<file path="src/rtl/ulm_pkg.sv">
// Register map, field positions and timing of the status block
package ulm_pkg;
    // Register byte offsets
    localparam logic [7:0] OFF_RX_DATA      = 8'h00;
    localparam logic [7:0] OFF_INT_ENABLE   = 8'h04;
    localparam logic [7:0] OFF_FIFO_CTRL    = 8'h08;
    localparam logic [7:0] OFF_LINE_CTRL    = 8'h0C;
    localparam logic [7:0] OFF_MODEM_CTRL   = 8'h10;
    localparam logic [7:0] OFF_LINE_STATUS  = 8'h14;
    localparam logic [7:0] OFF_MODEM_STATUS = 8'h18;
    localparam logic [7:0] OFF_SCRATCH      = 8'h1C;
    localparam logic [7:0] OFF_PORT_ENABLE  = 8'h30;

    // Line status bit positions
    localparam int LS_DATA_READY = 0;
    localparam int LS_OVERRUN    = 1;
    localparam int LS_PARITY     = 2;
    localparam int LS_FRAMING    = 3;
    // Interrupt enable bit positions
    localparam int IE_LINE_STATUS  = 2;
    localparam int IE_MODEM_STATUS = 3;
    // Line control bit positions
    localparam int LC_PARITY_EN  = 3;
    localparam int LC_EVEN_SEL   = 4;
    // Fifo control bit position
    localparam int FC_FIFO_EN    = 0;
    // Modem control bit positions
    localparam int MC_DTR  = 0;
    localparam int MC_RTS  = 1;
    localparam int MC_AUX1 = 2;
    localparam int MC_AUX2 = 3;
    localparam int MC_LOOP = 4;
    // Port enable bit positions
    localparam int PE_PORT_ON  = 0;
    localparam int PE_IR_MODE  = 1;
    localparam int PE_IR_FULL  = 2;
    localparam int PE_IR_LOOP  = 3;
    localparam logic [7:0] PE_WRITE_MASK = 8'h0F;

    // Reset values
    localparam logic [7:0] RESET_BYTE = 8'h00;

    // Receive fifo geometry
    localparam int FIFO_DEPTH = 16;
    localparam int PTR_W      = 4;

    // Serial timing
    localparam int CLK_HZ     = 50_000_000;
    localparam int BAUD_RATE  = 115_200;
    localparam int BIT_CYCLES = CLK_HZ / BAUD_RATE;
    localparam int HALF_BIT   = BIT_CYCLES / 2;
    localparam int CNT_W      = 10;

    // Received character with its line errors
    typedef struct packed {
        logic [7:0] data;
        logic       parity_err;
        logic       framing_err;
    } ulm_char_t;

    // AHB address phase as captured by the slave
    typedef struct packed {
        logic       read;
        logic       write;
        logic [7:0] offset;
    } ulm_aphase_t;
endpackage : ulm_pkg

</file>
<file path="src/rtl/ulm_top.sv">
// Serial port status block: line and modem status, scratch, port enable
// Notes on behaviour
// - Stop bit sampled low sets framing error
// - Line status read clears framing error
// - Fifo errors travel with character, shown at head
// - After framing error, faulty stop becomes start
// - Parity mismatch flagged; line status read clears
// - Single buffer: new character over unread one is dropped, sets overrun
// - Fifo overrun only when full, shown at once
// - Overrun character stays out of the fifo
// - Data ready while any received data unread
// - Line errors raise enabled line status interrupt
// - Four change bits, cleared by modem status read
// - Status bits 7..4 invert modem inputs
// - Loop mode mirrors aux two, aux one, DTR, RTS
// - Ring trailing edge only on rising ring pin
// - Any change bit raises modem status interrupt
// - Scratch byte read/write, no side effects
// - Port enable low stops port clock
// - Infrared duplex bit: half or forced full
// - Infrared loop-back bit enables loop-back test
//
// Local design decision: register access over AHB-Lite.
`timescale 1ns/1ns
module ulm_top
    import ulm_pkg::*;
(
    input  wire logic        clk,                 // System clock, 50 MHz
    input  wire logic        rst,                 // Async reset, active high
    input  wire logic        ce,                  // Clock enable, freezes all state when low
    input  wire logic        hsel,                // AHB slave select
    input  wire logic [31:0] haddr,               // AHB address
    input  wire logic [1:0]  htrans,              // AHB transfer type
    input  wire logic        hwrite,              // AHB write
    input  wire logic [2:0]  hsize,               // AHB size, word only
    input  wire logic [31:0] hwdata,              // AHB write data
    input  wire logic        hready,              // AHB bus ready
    output logic             hreadyout,           // AHB slave ready
    output logic             hresp,               // AHB response, always OKAY
    output logic [31:0]      hrdata,              // AHB read data
    input  wire logic        serial_in,           // Receive data pin
    input  wire logic        carrier_detect_in_n, // Carrier detect, active low
    input  wire logic        ring_in_n,           // Ring indicator, active low
    input  wire logic        data_set_ready_in_n, // Data set ready, active low
    input  wire logic        clear_to_send_in_n,  // Clear to send, active low
    output logic             dtr_out_n,           // Terminal ready, active low
    output logic             rts_out_n,           // Request to send, active low
    output logic             aux_output_one_n,    // First auxiliary output, active low
    output logic             aux_output_two_n,    // Second auxiliary output, active low
    output logic             port_clock_run,      // Port clock gate enable
    output logic             ir_mode,             // Infrared mode selected
    output logic             ir_full_duplex,      // Infrared forced full duplex
    output logic             ir_loopback,         // Infrared loop-back test on
    output logic             irq_line_status,     // Receiver line status interrupt
    output logic             irq_modem_status     // Modem status interrupt
);
    // Software registers
    logic [7:0] int_enable;          // Interrupt source enables
    logic [7:0] fifo_ctrl;           // Fifo mode control
    logic [7:0] line_ctrl;           // Parity format
    logic [7:0] modem_control_register; // Loop and modem outputs
    logic [7:0] temp_storage_register;  // Scratch byte
    logic [7:0] port_enable_register;   // Port and infrared enables

    // Receive path state
    ulm_char_t        fifo_mem [FIFO_DEPTH]; // Receive storage
    logic [PTR_W-1:0] wr_ptr;        // Write index
    logic [PTR_W-1:0] rd_ptr;        // Read index
    logic [PTR_W:0]   count;         // Characters held
    logic             overrun_flag;  // Sticky overrun
    logic             head_seen;     // Head errors already reported
    logic             rx_valid;      // Character completed
    ulm_char_t        rx_char;       // Completed character

    // Modem input state
    logic [3:0] modem_sync_a;        // First sync stage
    logic [3:0] modem_sync_b;        // Second sync stage
    logic [3:0] modem_prev;          // Previous effective status
    logic [3:0] modem_delta;         // Change bits

    // Bus state
    ulm_aphase_t aph;                // Captured address phase

    // Bus decode
    wire        take      = ce & hsel & hready & htrans[1];
    wire [7:0]  a_off     = haddr[7:0];
    wire        rd_take   = take & ~hwrite;
    wire        rd_lsr    = rd_take & (a_off == OFF_LINE_STATUS);
    wire        rd_msr    = rd_take & (a_off == OFF_MODEM_STATUS);
    wire        rd_rbr    = rd_take & (a_off == OFF_RX_DATA);
    wire        wr_now    = ce & aph.write;
    wire [7:0]  wbyte     = hwdata[7:0];

    // Fifo bookkeeping
    wire        fifo_mode = fifo_ctrl[FC_FIFO_EN];
    wire        empty     = (count == '0);
    wire        full      = fifo_mode ? (count == (PTR_W+1)'(FIFO_DEPTH)) : (count != '0);
    wire        push      = ce & rx_valid & ~full;
    wire        pop       = rd_rbr & ~empty;
    wire        overrun_ev = ce & rx_valid & full;
    wire ulm_char_t head  = fifo_mem[rd_ptr];

    // Head errors shown until reported
    wire        show_err  = ~empty & ~head_seen;
    wire        fe_bit    = show_err & head.framing_err;
    wire        pe_bit    = show_err & head.parity_err;
    wire [7:0]  line_status = {4'h0, fe_bit, pe_bit, overrun_flag, ~empty};

    // Modem status, true sense
    wire        loop_on   = modem_control_register[MC_LOOP];
    wire [3:0]  pin_true  = ~modem_sync_b;
    wire [3:0]  loop_true = {modem_control_register[MC_AUX2], modem_control_register[MC_AUX1],
                             modem_control_register[MC_DTR], modem_control_register[MC_RTS]};
    wire [3:0]  modem_now = loop_on ? loop_true : pin_true;
    wire [3:0]  delta_ev;            // Per-line change events
    wire [7:0]  modem_status = {modem_now, modem_delta};

    // Change events; ring only on the pin's rising edge
    assign delta_ev[3] = modem_now[3] ^ modem_prev[3];
    assign delta_ev[2] = modem_prev[2] & ~modem_now[2];
    assign delta_ev[1] = modem_now[1] ^ modem_prev[1];
    assign delta_ev[0] = modem_now[0] ^ modem_prev[0];

    // Read mux, values taken in the address phase
    wire [7:0] rd_value =
        (a_off == OFF_RX_DATA)      ? (empty ? 8'h00 : head.data) :
        (a_off == OFF_INT_ENABLE)   ? int_enable :
        (a_off == OFF_FIFO_CTRL)    ? fifo_ctrl :
        (a_off == OFF_LINE_CTRL)    ? line_ctrl :
        (a_off == OFF_MODEM_CTRL)   ? modem_control_register :
        (a_off == OFF_LINE_STATUS)  ? line_status :
        (a_off == OFF_MODEM_STATUS) ? modem_status :
        (a_off == OFF_SCRATCH)      ? temp_storage_register :
        (a_off == OFF_PORT_ENABLE)  ? port_enable_register :
                                      8'h00;

    // Zero-wait slave, always OKAY
    assign hreadyout = 1'b1;
    assign hresp     = 1'b0;

    // Port and infrared controls straight from the enable register
    assign port_clock_run = port_enable_register[PE_PORT_ON];
    assign ir_mode        = port_enable_register[PE_IR_MODE];
    assign ir_full_duplex = port_enable_register[PE_IR_FULL];
    assign ir_loopback    = port_enable_register[PE_IR_LOOP];

    // Modem outputs held inactive in loop mode, as loop feeds status instead
    assign dtr_out_n        = ~(modem_control_register[MC_DTR] & ~loop_on);
    assign rts_out_n        = ~(modem_control_register[MC_RTS] & ~loop_on);
    assign aux_output_one_n = ~(modem_control_register[MC_AUX1] & ~loop_on);
    assign aux_output_two_n = ~(modem_control_register[MC_AUX2] & ~loop_on);

    // Interrupts follow the live status, so they drop as soon as software reads
    assign irq_line_status  = int_enable[IE_LINE_STATUS] & (overrun_flag | pe_bit | fe_bit);
    assign irq_modem_status = int_enable[IE_MODEM_STATUS] & (|modem_delta);

    // Receiver runs only while the port is enabled
    ulm_receiver u_rx (
        .clk        (clk),
        .rst        (rst),
        .run        (ce & port_clock_run),
        .serial_in  (serial_in),
        .parity_en  (line_ctrl[LC_PARITY_EN]),
        .even_sel   (line_ctrl[LC_EVEN_SEL]),
        .char_valid (rx_valid),
        .char_out   (rx_char)
    );

    // Address phase capture and registered read data
    always_ff @(posedge clk or posedge rst) begin
        if (rst) begin
            aph    <= '0;
            hrdata <= '0;
        end else if (ce) begin
            aph.read   <= rd_take;
            aph.write  <= take & hwrite;
            aph.offset <= a_off;
            if (rd_take) hrdata <= {24'h0, rd_value};
        end
    end

    // Control register writes in the data phase
    always_ff @(posedge clk or posedge rst) begin
        if (rst) begin
            int_enable             <= RESET_BYTE;
            fifo_ctrl              <= RESET_BYTE;
            line_ctrl              <= RESET_BYTE;
            modem_control_register <= RESET_BYTE;
            temp_storage_register  <= RESET_BYTE;
            port_enable_register   <= RESET_BYTE;
        end else if (wr_now) begin
            if (aph.offset == OFF_INT_ENABLE) int_enable <= wbyte;
            else if (aph.offset == OFF_FIFO_CTRL) fifo_ctrl <= wbyte;
            else if (aph.offset == OFF_LINE_CTRL) line_ctrl <= wbyte;
            else if (aph.offset == OFF_MODEM_CTRL) modem_control_register <= wbyte;
            else if (aph.offset == OFF_SCRATCH) temp_storage_register <= wbyte;
            else if (aph.offset == OFF_PORT_ENABLE) begin
                // Upper bits reserved, read zero
                port_enable_register <= wbyte & PE_WRITE_MASK;
            end
        end
    end

    // Receive storage, one slot per entry
    for (genvar i = 0; i < FIFO_DEPTH; i++) begin : g_slot
        always_ff @(posedge clk or posedge rst) begin
            if (rst) begin
                fifo_mem[i] <= '0;
            end else if (push && wr_ptr == PTR_W'(i)) begin
                fifo_mem[i] <= rx_char;
            end
        end
    end

    // Pointers and count; single-buffer mode wraps inside one slot
    always_ff @(posedge clk or posedge rst) begin
        if (rst) begin
            wr_ptr <= '0;
            rd_ptr <= '0;
            count  <= '0;
        end else if (ce) begin
            if (push) wr_ptr <= fifo_mode ? wr_ptr + 1'b1 : rd_ptr;
            if (pop && fifo_mode) rd_ptr <= rd_ptr + 1'b1;
            count <= count + (PTR_W+1)'(push) - (PTR_W+1)'(pop);
        end
    end

    // Overrun flag: a new overrun wins over a clearing read
    always_ff @(posedge clk or posedge rst) begin
        if (rst) begin
            overrun_flag <= 1'b0;
        end else if (ce) begin
            if (overrun_ev) overrun_flag <= 1'b1;
            else if (rd_lsr) overrun_flag <= 1'b0;
        end
    end

    // Head errors reported once; a new head brings its own errors
    always_ff @(posedge clk or posedge rst) begin
        if (rst) begin
            head_seen <= 1'b0;
        end else if (ce) begin
            if (pop || empty) head_seen <= 1'b0;
            else if (rd_lsr) head_seen <= 1'b1;
        end
    end

    // Modem pin synchronisers
    always_ff @(posedge clk or posedge rst) begin
        if (rst) begin
            modem_sync_a <= 4'hF;
            modem_sync_b <= 4'hF;
        end else if (ce) begin
            modem_sync_a <= {carrier_detect_in_n, ring_in_n,
                             data_set_ready_in_n, clear_to_send_in_n};
            modem_sync_b <= modem_sync_a;
        end
    end

    // Change bits: a change in the read cycle survives the clear
    always_ff @(posedge clk or posedge rst) begin
        if (rst) begin
            modem_prev  <= 4'h0;
            modem_delta <= 4'h0;
        end else if (ce) begin
            modem_prev  <= modem_now;
            modem_delta <= (rd_msr ? 4'h0 : modem_delta) | delta_ev;
        end
    end
endmodule : ulm_top

</file>
<file path="src/rtl/ulm_receiver.sv">
// Serial character receiver with parity check and framing-error resync
`timescale 1ns/1ns
module ulm_receiver
    import ulm_pkg::*;
(
    input  wire logic       clk,        // System clock
    input  wire logic       rst,        // Async reset, active high
    input  wire logic       run,        // Clock enable and port on
    input  wire logic       serial_in,  // Serial data pin, asynchronous
    input  wire logic       parity_en,  // Parity bit present
    input  wire logic       even_sel,   // Even parity when high
    output logic            char_valid, // One-cycle pulse per character
    output ulm_char_t       char_out    // Character and its errors
);
    typedef enum logic [2:0] {RX_IDLE, RX_START, RX_DATA, RX_PARITY, RX_STOP} ulm_rx_state_t;

    logic          sync_a;     // First synchroniser stage
    logic          sync_b;     // Second stage, the only one read
    ulm_rx_state_t state;      // Receiver state
    logic [CNT_W-1:0] cnt;     // Bit timer
    logic [2:0]    bit_idx;    // Data bit index
    logic [7:0]    shift;      // Data shift register
    logic          par_bad;    // Parity mismatch of this character

    wire tick         = (cnt == '0);
    wire parity_ok    = ^{shift, sync_b} ^ even_sel; // Odd total with odd select, even otherwise

    // Pin synchroniser, frozen with the port clock
    always_ff @(posedge clk or posedge rst) begin
        if (rst) begin
            sync_a <= 1'b1;
            sync_b <= 1'b1;
        end else if (run) begin
            sync_a <= serial_in;
            sync_b <= sync_a;
        end
    end

    // Character state machine, frozen while the port clock is stopped
    always_ff @(posedge clk or posedge rst) begin
        if (rst) begin
            state      <= RX_IDLE;
            cnt        <= '0;
            bit_idx    <= '0;
            shift      <= '0;
            par_bad    <= 1'b0;
            char_valid <= 1'b0;
            char_out   <= '0;
        end else if (run) begin
            char_valid <= 1'b0;
            if (!tick) cnt <= cnt - 1'b1;
            case (state)
                RX_IDLE: begin
                    if (!sync_b) begin
                        state <= RX_START;
                        cnt   <= CNT_W'(HALF_BIT);
                    end
                end
                RX_START: begin
                    if (tick) begin
                        // A glitch shorter than half a bit is dropped
                        state   <= sync_b ? RX_IDLE : RX_DATA;
                        cnt     <= CNT_W'(BIT_CYCLES);
                        bit_idx <= '0;
                        par_bad <= 1'b0;
                    end
                end
                RX_DATA: begin
                    if (tick) begin
                        shift   <= {sync_b, shift[7:1]};
                        bit_idx <= bit_idx + 1'b1;
                        cnt     <= CNT_W'(BIT_CYCLES);
                        if (bit_idx == 3'd7) state <= parity_en ? RX_PARITY : RX_STOP;
                    end
                end
                RX_PARITY: begin
                    if (tick) begin
                        par_bad <= ~parity_ok;
                        cnt     <= CNT_W'(BIT_CYCLES);
                        state   <= RX_STOP;
                    end
                end
                default: begin
                    if (tick) begin
                        char_valid           <= 1'b1;
                        char_out.data        <= shift;
                        char_out.parity_err  <= par_bad;
                        char_out.framing_err <= ~sync_b;
                        if (!sync_b) begin
                            // Faulty stop taken as next start, sampled again then data
                            state <= RX_START;
                            cnt   <= CNT_W'(HALF_BIT);
                        end else begin
                            state <= RX_IDLE;
                        end
                    end
                end
            endcase
        end
    end
endmodule : ulm_receiver

</file>
<file path="config.mk">
export PLATFORM = sky130hd
export DESIGN_NAME = ulm_top
export DESIGN_NICKNAME = d
export VERILOG_FILES = /design/src/rtl/ulm_pkg.sv /design/src/rtl/ulm_top.sv /design/src/rtl/ulm_receiver.sv
export SDC_FILE = /design/constraint.sdc
export NUM_CORES = 1
export LEC_CHECK = 0
export BUFFER_PORTS_ARGS = -buffer_cell sky130_fd_sc_hd__buf_4
export CAP_MARGIN = 20
export CORE_ASPECT_RATIO = 1.1
export CORE_MARGIN = 2
export CORE_UTILIZATION = 60
export CTS_CLUSTER_DIAMETER = 120
export DETAILED_ROUTE_END_ITERATION = 10
export GPL_TIMING_DRIVEN = 0
export MAX_ROUTING_LAYER = met4
export PLACE_DENSITY = 0.8
export SYNTH_ARGS = -nofsm -noshare
export SYNTH_HDL_FRONTEND = slang
export SYNTH_SLANG_ARGS = --single-unit
</file>
<file path="constraint.sdc">
create_clock -name clk -period 11 [get_ports clk]
set_input_delay 2.2 -clock clk [delete_from_list [all_inputs] [get_ports clk]]
set_output_delay 2.2 -clock clk [all_outputs]
set_load 0.02 [all_outputs]
</file>
==> impl_metrics.toml <==
[outcome]
status = "complete, no violations"

[critical_path]
crit_path_end = "irq_line_status"
r2r_end = "count[4]"
start_kind = "flop"
slowest_stage = "mux4_2"
critical-path-max-stage-delay_ns = 0.57
cp_max_fo = 10
worstSetupStartpoint = "rd_ptr[0]"
worst-r2r-cell-count = 17
worstSetupEndpointType = "primary output"
rrSetupSlack_ns = 6.88
cp.required_ns = 8.80
crit_type = "flop to primary output"
r2r-start = "count[3]"
critPathArrivalTime_ns = 3.35
path_cells = "buf_2 -> buf_4 -> buf_2 -> mux4_2 -> mux2i_1 -> nand2_1 -> o2111ai_1 -> nand2_1 -> buf_4"

[sta]
finalSetupViolations = 0
whs_ns = 0.457
tightest_slew_ns = 0.848
max_freq_ghz = 0.180
maxSlewHeadroom = 0.435
finalCriticalPeriod_ns = 5.55
rsz0062_at_grt = "no"
skew_ns = 0.0351
finalHoldViolations = 0
maxSlewViolCount = 0
finalCritPeriodShare = 0.504

[synthesis]
synth_area_per_cell_um2 = 12.7
yosys.area.top_type_share = 0.489
async_reset_ff_frac = 1.00
syn_inst = 1127
yosysMostFrequentCell = "dfrtp_1"
ys.flop_type = "dfrtp_1"
yosysUniqueCellTypes = 81
synth_area_leaders = "dfrtp_1, mux2_2, mux4_2, dfstp_2, nand2_1"
yosys.area.top_type = "dfrtp_1"
synthesis.area_mm2 = 0.0143
ys_top_cells_by_count = "dfrtp_1, mux2_2, nand2_1"
ys_warn_count = 0
synth_seq_cells = 290
ys_seq_area_frac = 0.507
synth_edf_count = 0

[cells_and_area]
drive_gt1_frac = 0.360
n_fill_cell = 1682
area_growth_pct = 13.2
fin_cells = 1556
antenna_cells = 0
fin_nets = 1326

[route]
vias_per_cell = 6.32
firstDrtPassIters = 5
initialDrtViolationCount = 711
drcViolationCount = 0
routed-via-count = 9836
detail_route.wl_per_cell_um = 22.9
wl_mm = 35.6
drtAntennaViolNets = 0

[floorplanning]
ioPinCount = 124
die_h_um = 166
rows = 59
start_util = 0.609
die_x_um = 151
die-area_mm2 = 0.0251
core-area_mm2 = 0.0235

[grt]
grt_max_degree = 114
use_met2 = 0.467
grt_pass1_vias = 9845
grt-ovfl-total = 0
grt_pass1_wl_mm = 55.4
track_usage = 0.295
antenna_found_initial = 0
top_usage_layer = "met2"
use_met3 = 0.0376
grt_use_met1 = 0.395

[cts]
clock-root-buffer = "clkbuf_16"
cts.path.max_buffers = 3
path_clk_slew_ns = 0.06
cts_resized = 0
h-tree-depth = 1
clkSinkCount = 290
cts_inserted_buffers = 29
hold_buffers = 0
cts_tree = "yes"
clk_latency_ns = 0.57
cts_setup_buffers = 0

[flow_run]
maxCapViolations = 0

[placed_design]
place_congestion = 0.971
dp_hpwl_mm = 24.1
dp_cells = 1502
port_buffers = 42

[power]
p_leak_nw = 7.62
peakVddDrop_v = 0.000130
power.density_mw_per_mm2 = 145

[min_path]
hold_class = "flop to flop"
power breakdown:
group          switching, mW  total (mW)  internal (mW)
sequential            0.0197        1.11           1.09
clock                  0.424        1.05          0.624
combinational          0.113       0.190         0.0770
total                  0.556        2.35           1.79
state kept, by name, indices dropped and copies added (netlist names), 3 cells and up:
register / flops
modem_delta: 4
modem_sync_a: 4
port_enable_register: 4
u_rx.cnt: 10
fifo_mem: 160
rd_ptr: 4
u_rx.bit_idx: 3
fifo_ctrl: 8
u_rx.state: 3
aph: 9
int_enable: 8
modem_prev: 4
modem_control_register: 8
u_rx.shift: 8
line_ctrl: 8
wr_ptr: 4
temp_storage_register: 8
count: 5
modem_sync_b: 4
hrdata: 8
u_rx.char_out: 10
cell families (layout without fill, tap and decap cells):
group	Yosys count	after routing	synth area share
muxes	305	305	0.270
DFF	290	290	0.507
and+or+nand+nor	228	228	0.0858
AOI/OAI and AO/OA	149	149	0.0701
buffers and inverters	121	221	0.0408
adders and majority gates	17	17	0.0154
xor gates and xnor gates	15	15	0.0101
other	2	26	0.000524
critical path, delay by kind of cell (launching register included):
kind / cells / cell delay [ns]
compound gates: 1 / 0.20
mux: 2 / 0.93
simple gates: 2 / 0.24
buf+inv: 4 / 1.09
flops: 1 / 0.34
cells in the final DEF, fill, tap and decap left out, drive strengths merged, types with 6 or more instances in the layout:
| cell type | count |
|---|---|
| dfrtp | 280 |
| mux2 | 245 |
| buf | 98 |
| clkbuf | 82 |
| nand2 | 63 |
| mux4 | 41 |
| nor2 | 34 |
| o21ai | 33 |
| a21oi | 33 |
| inv | 29 |
| conb | 26 |
| nand3 | 24 |
| mux2i | 19 |
| nand2b | 18 |
| nor3 | 18 |
| ha | 16 |
| xnor2 | 11 |
| a211oi | 11 |
| dfstp | 10 |
| nor3b | 9 |
| nor4 | 9 |
| nor2b | 8 |
| and3 | 7 |
| o22ai | 7 |
| nand3b | 6 |
| o2bb2ai | 6 |
| o211ai | 6 |
| a22oi | 6 |
| clkinv | 6 |
area by class of cell:
type / count / area [um^2] / area share
timing repair buffer: 47 / 408 / 0.0251
clock buffer: 40 / 837 / 0.0516
sequential: 290 / 7270 / 0.448
clock inverter: 13 / 174 / 0.0107
inverter: 28 / 113 / 0.00694
buffer: 93 / 479 / 0.0295
tap: 305 / 382 / 0.0235
multi-input combinational: 740 / 6570 / 0.405
stage by stage:
stage / utilization / power (mW) / area, um^2 / setup slack [ns] / TNS [ns]
2_1_floorplan: - / 1.26 / 14400 / 0.811 / 0
3_3_place_gp: 0.642 / 1.31 / 15100 / -2.15 / -593.17
3_5_place_dp: 0.646 / 1.32 / 15200 / 5.11 / 0
4_1_cts: 0.689 / 2.36 / 16200 / 5.40 / 0
5_1_grt: 0.689 / 2.43 / 16200 / 5.27 / 0
6_report: 0.689 / 2.35 / 16200 / 5.45 / 0
worst min-delay path by stage:
| stage | from | end | slack, ns | cells past startpoint |
|---|---|---|---|---|
| floorplan | u_rx.sync_a | u_rx.sync_a | 0.44 | 2 |
| global placement | u_rx.sync_a | u_rx.sync_a | 0.45 | 2 |
| detailed placement | u_rx.sync_a | u_rx.sync_a | 0.45 | 2 |
| CTS | u_rx.sync_a | u_rx.sync_a | 0.46 | 2 |
| global route | aph[8] | aph[8] | 0.50 | 1 |
| finish | u_rx.sync_a | u_rx.sync_a | 0.46 | 2 |
layer usage:
metal / wire length [um] / vias to the layer above
li1: - / 4296
met1: 14600 / 5035
met2: 17200 / 404
met3: 2410 / 101
met4: 1350 / 0
met5: 0 / -
(Power assumes the default switching activity.)
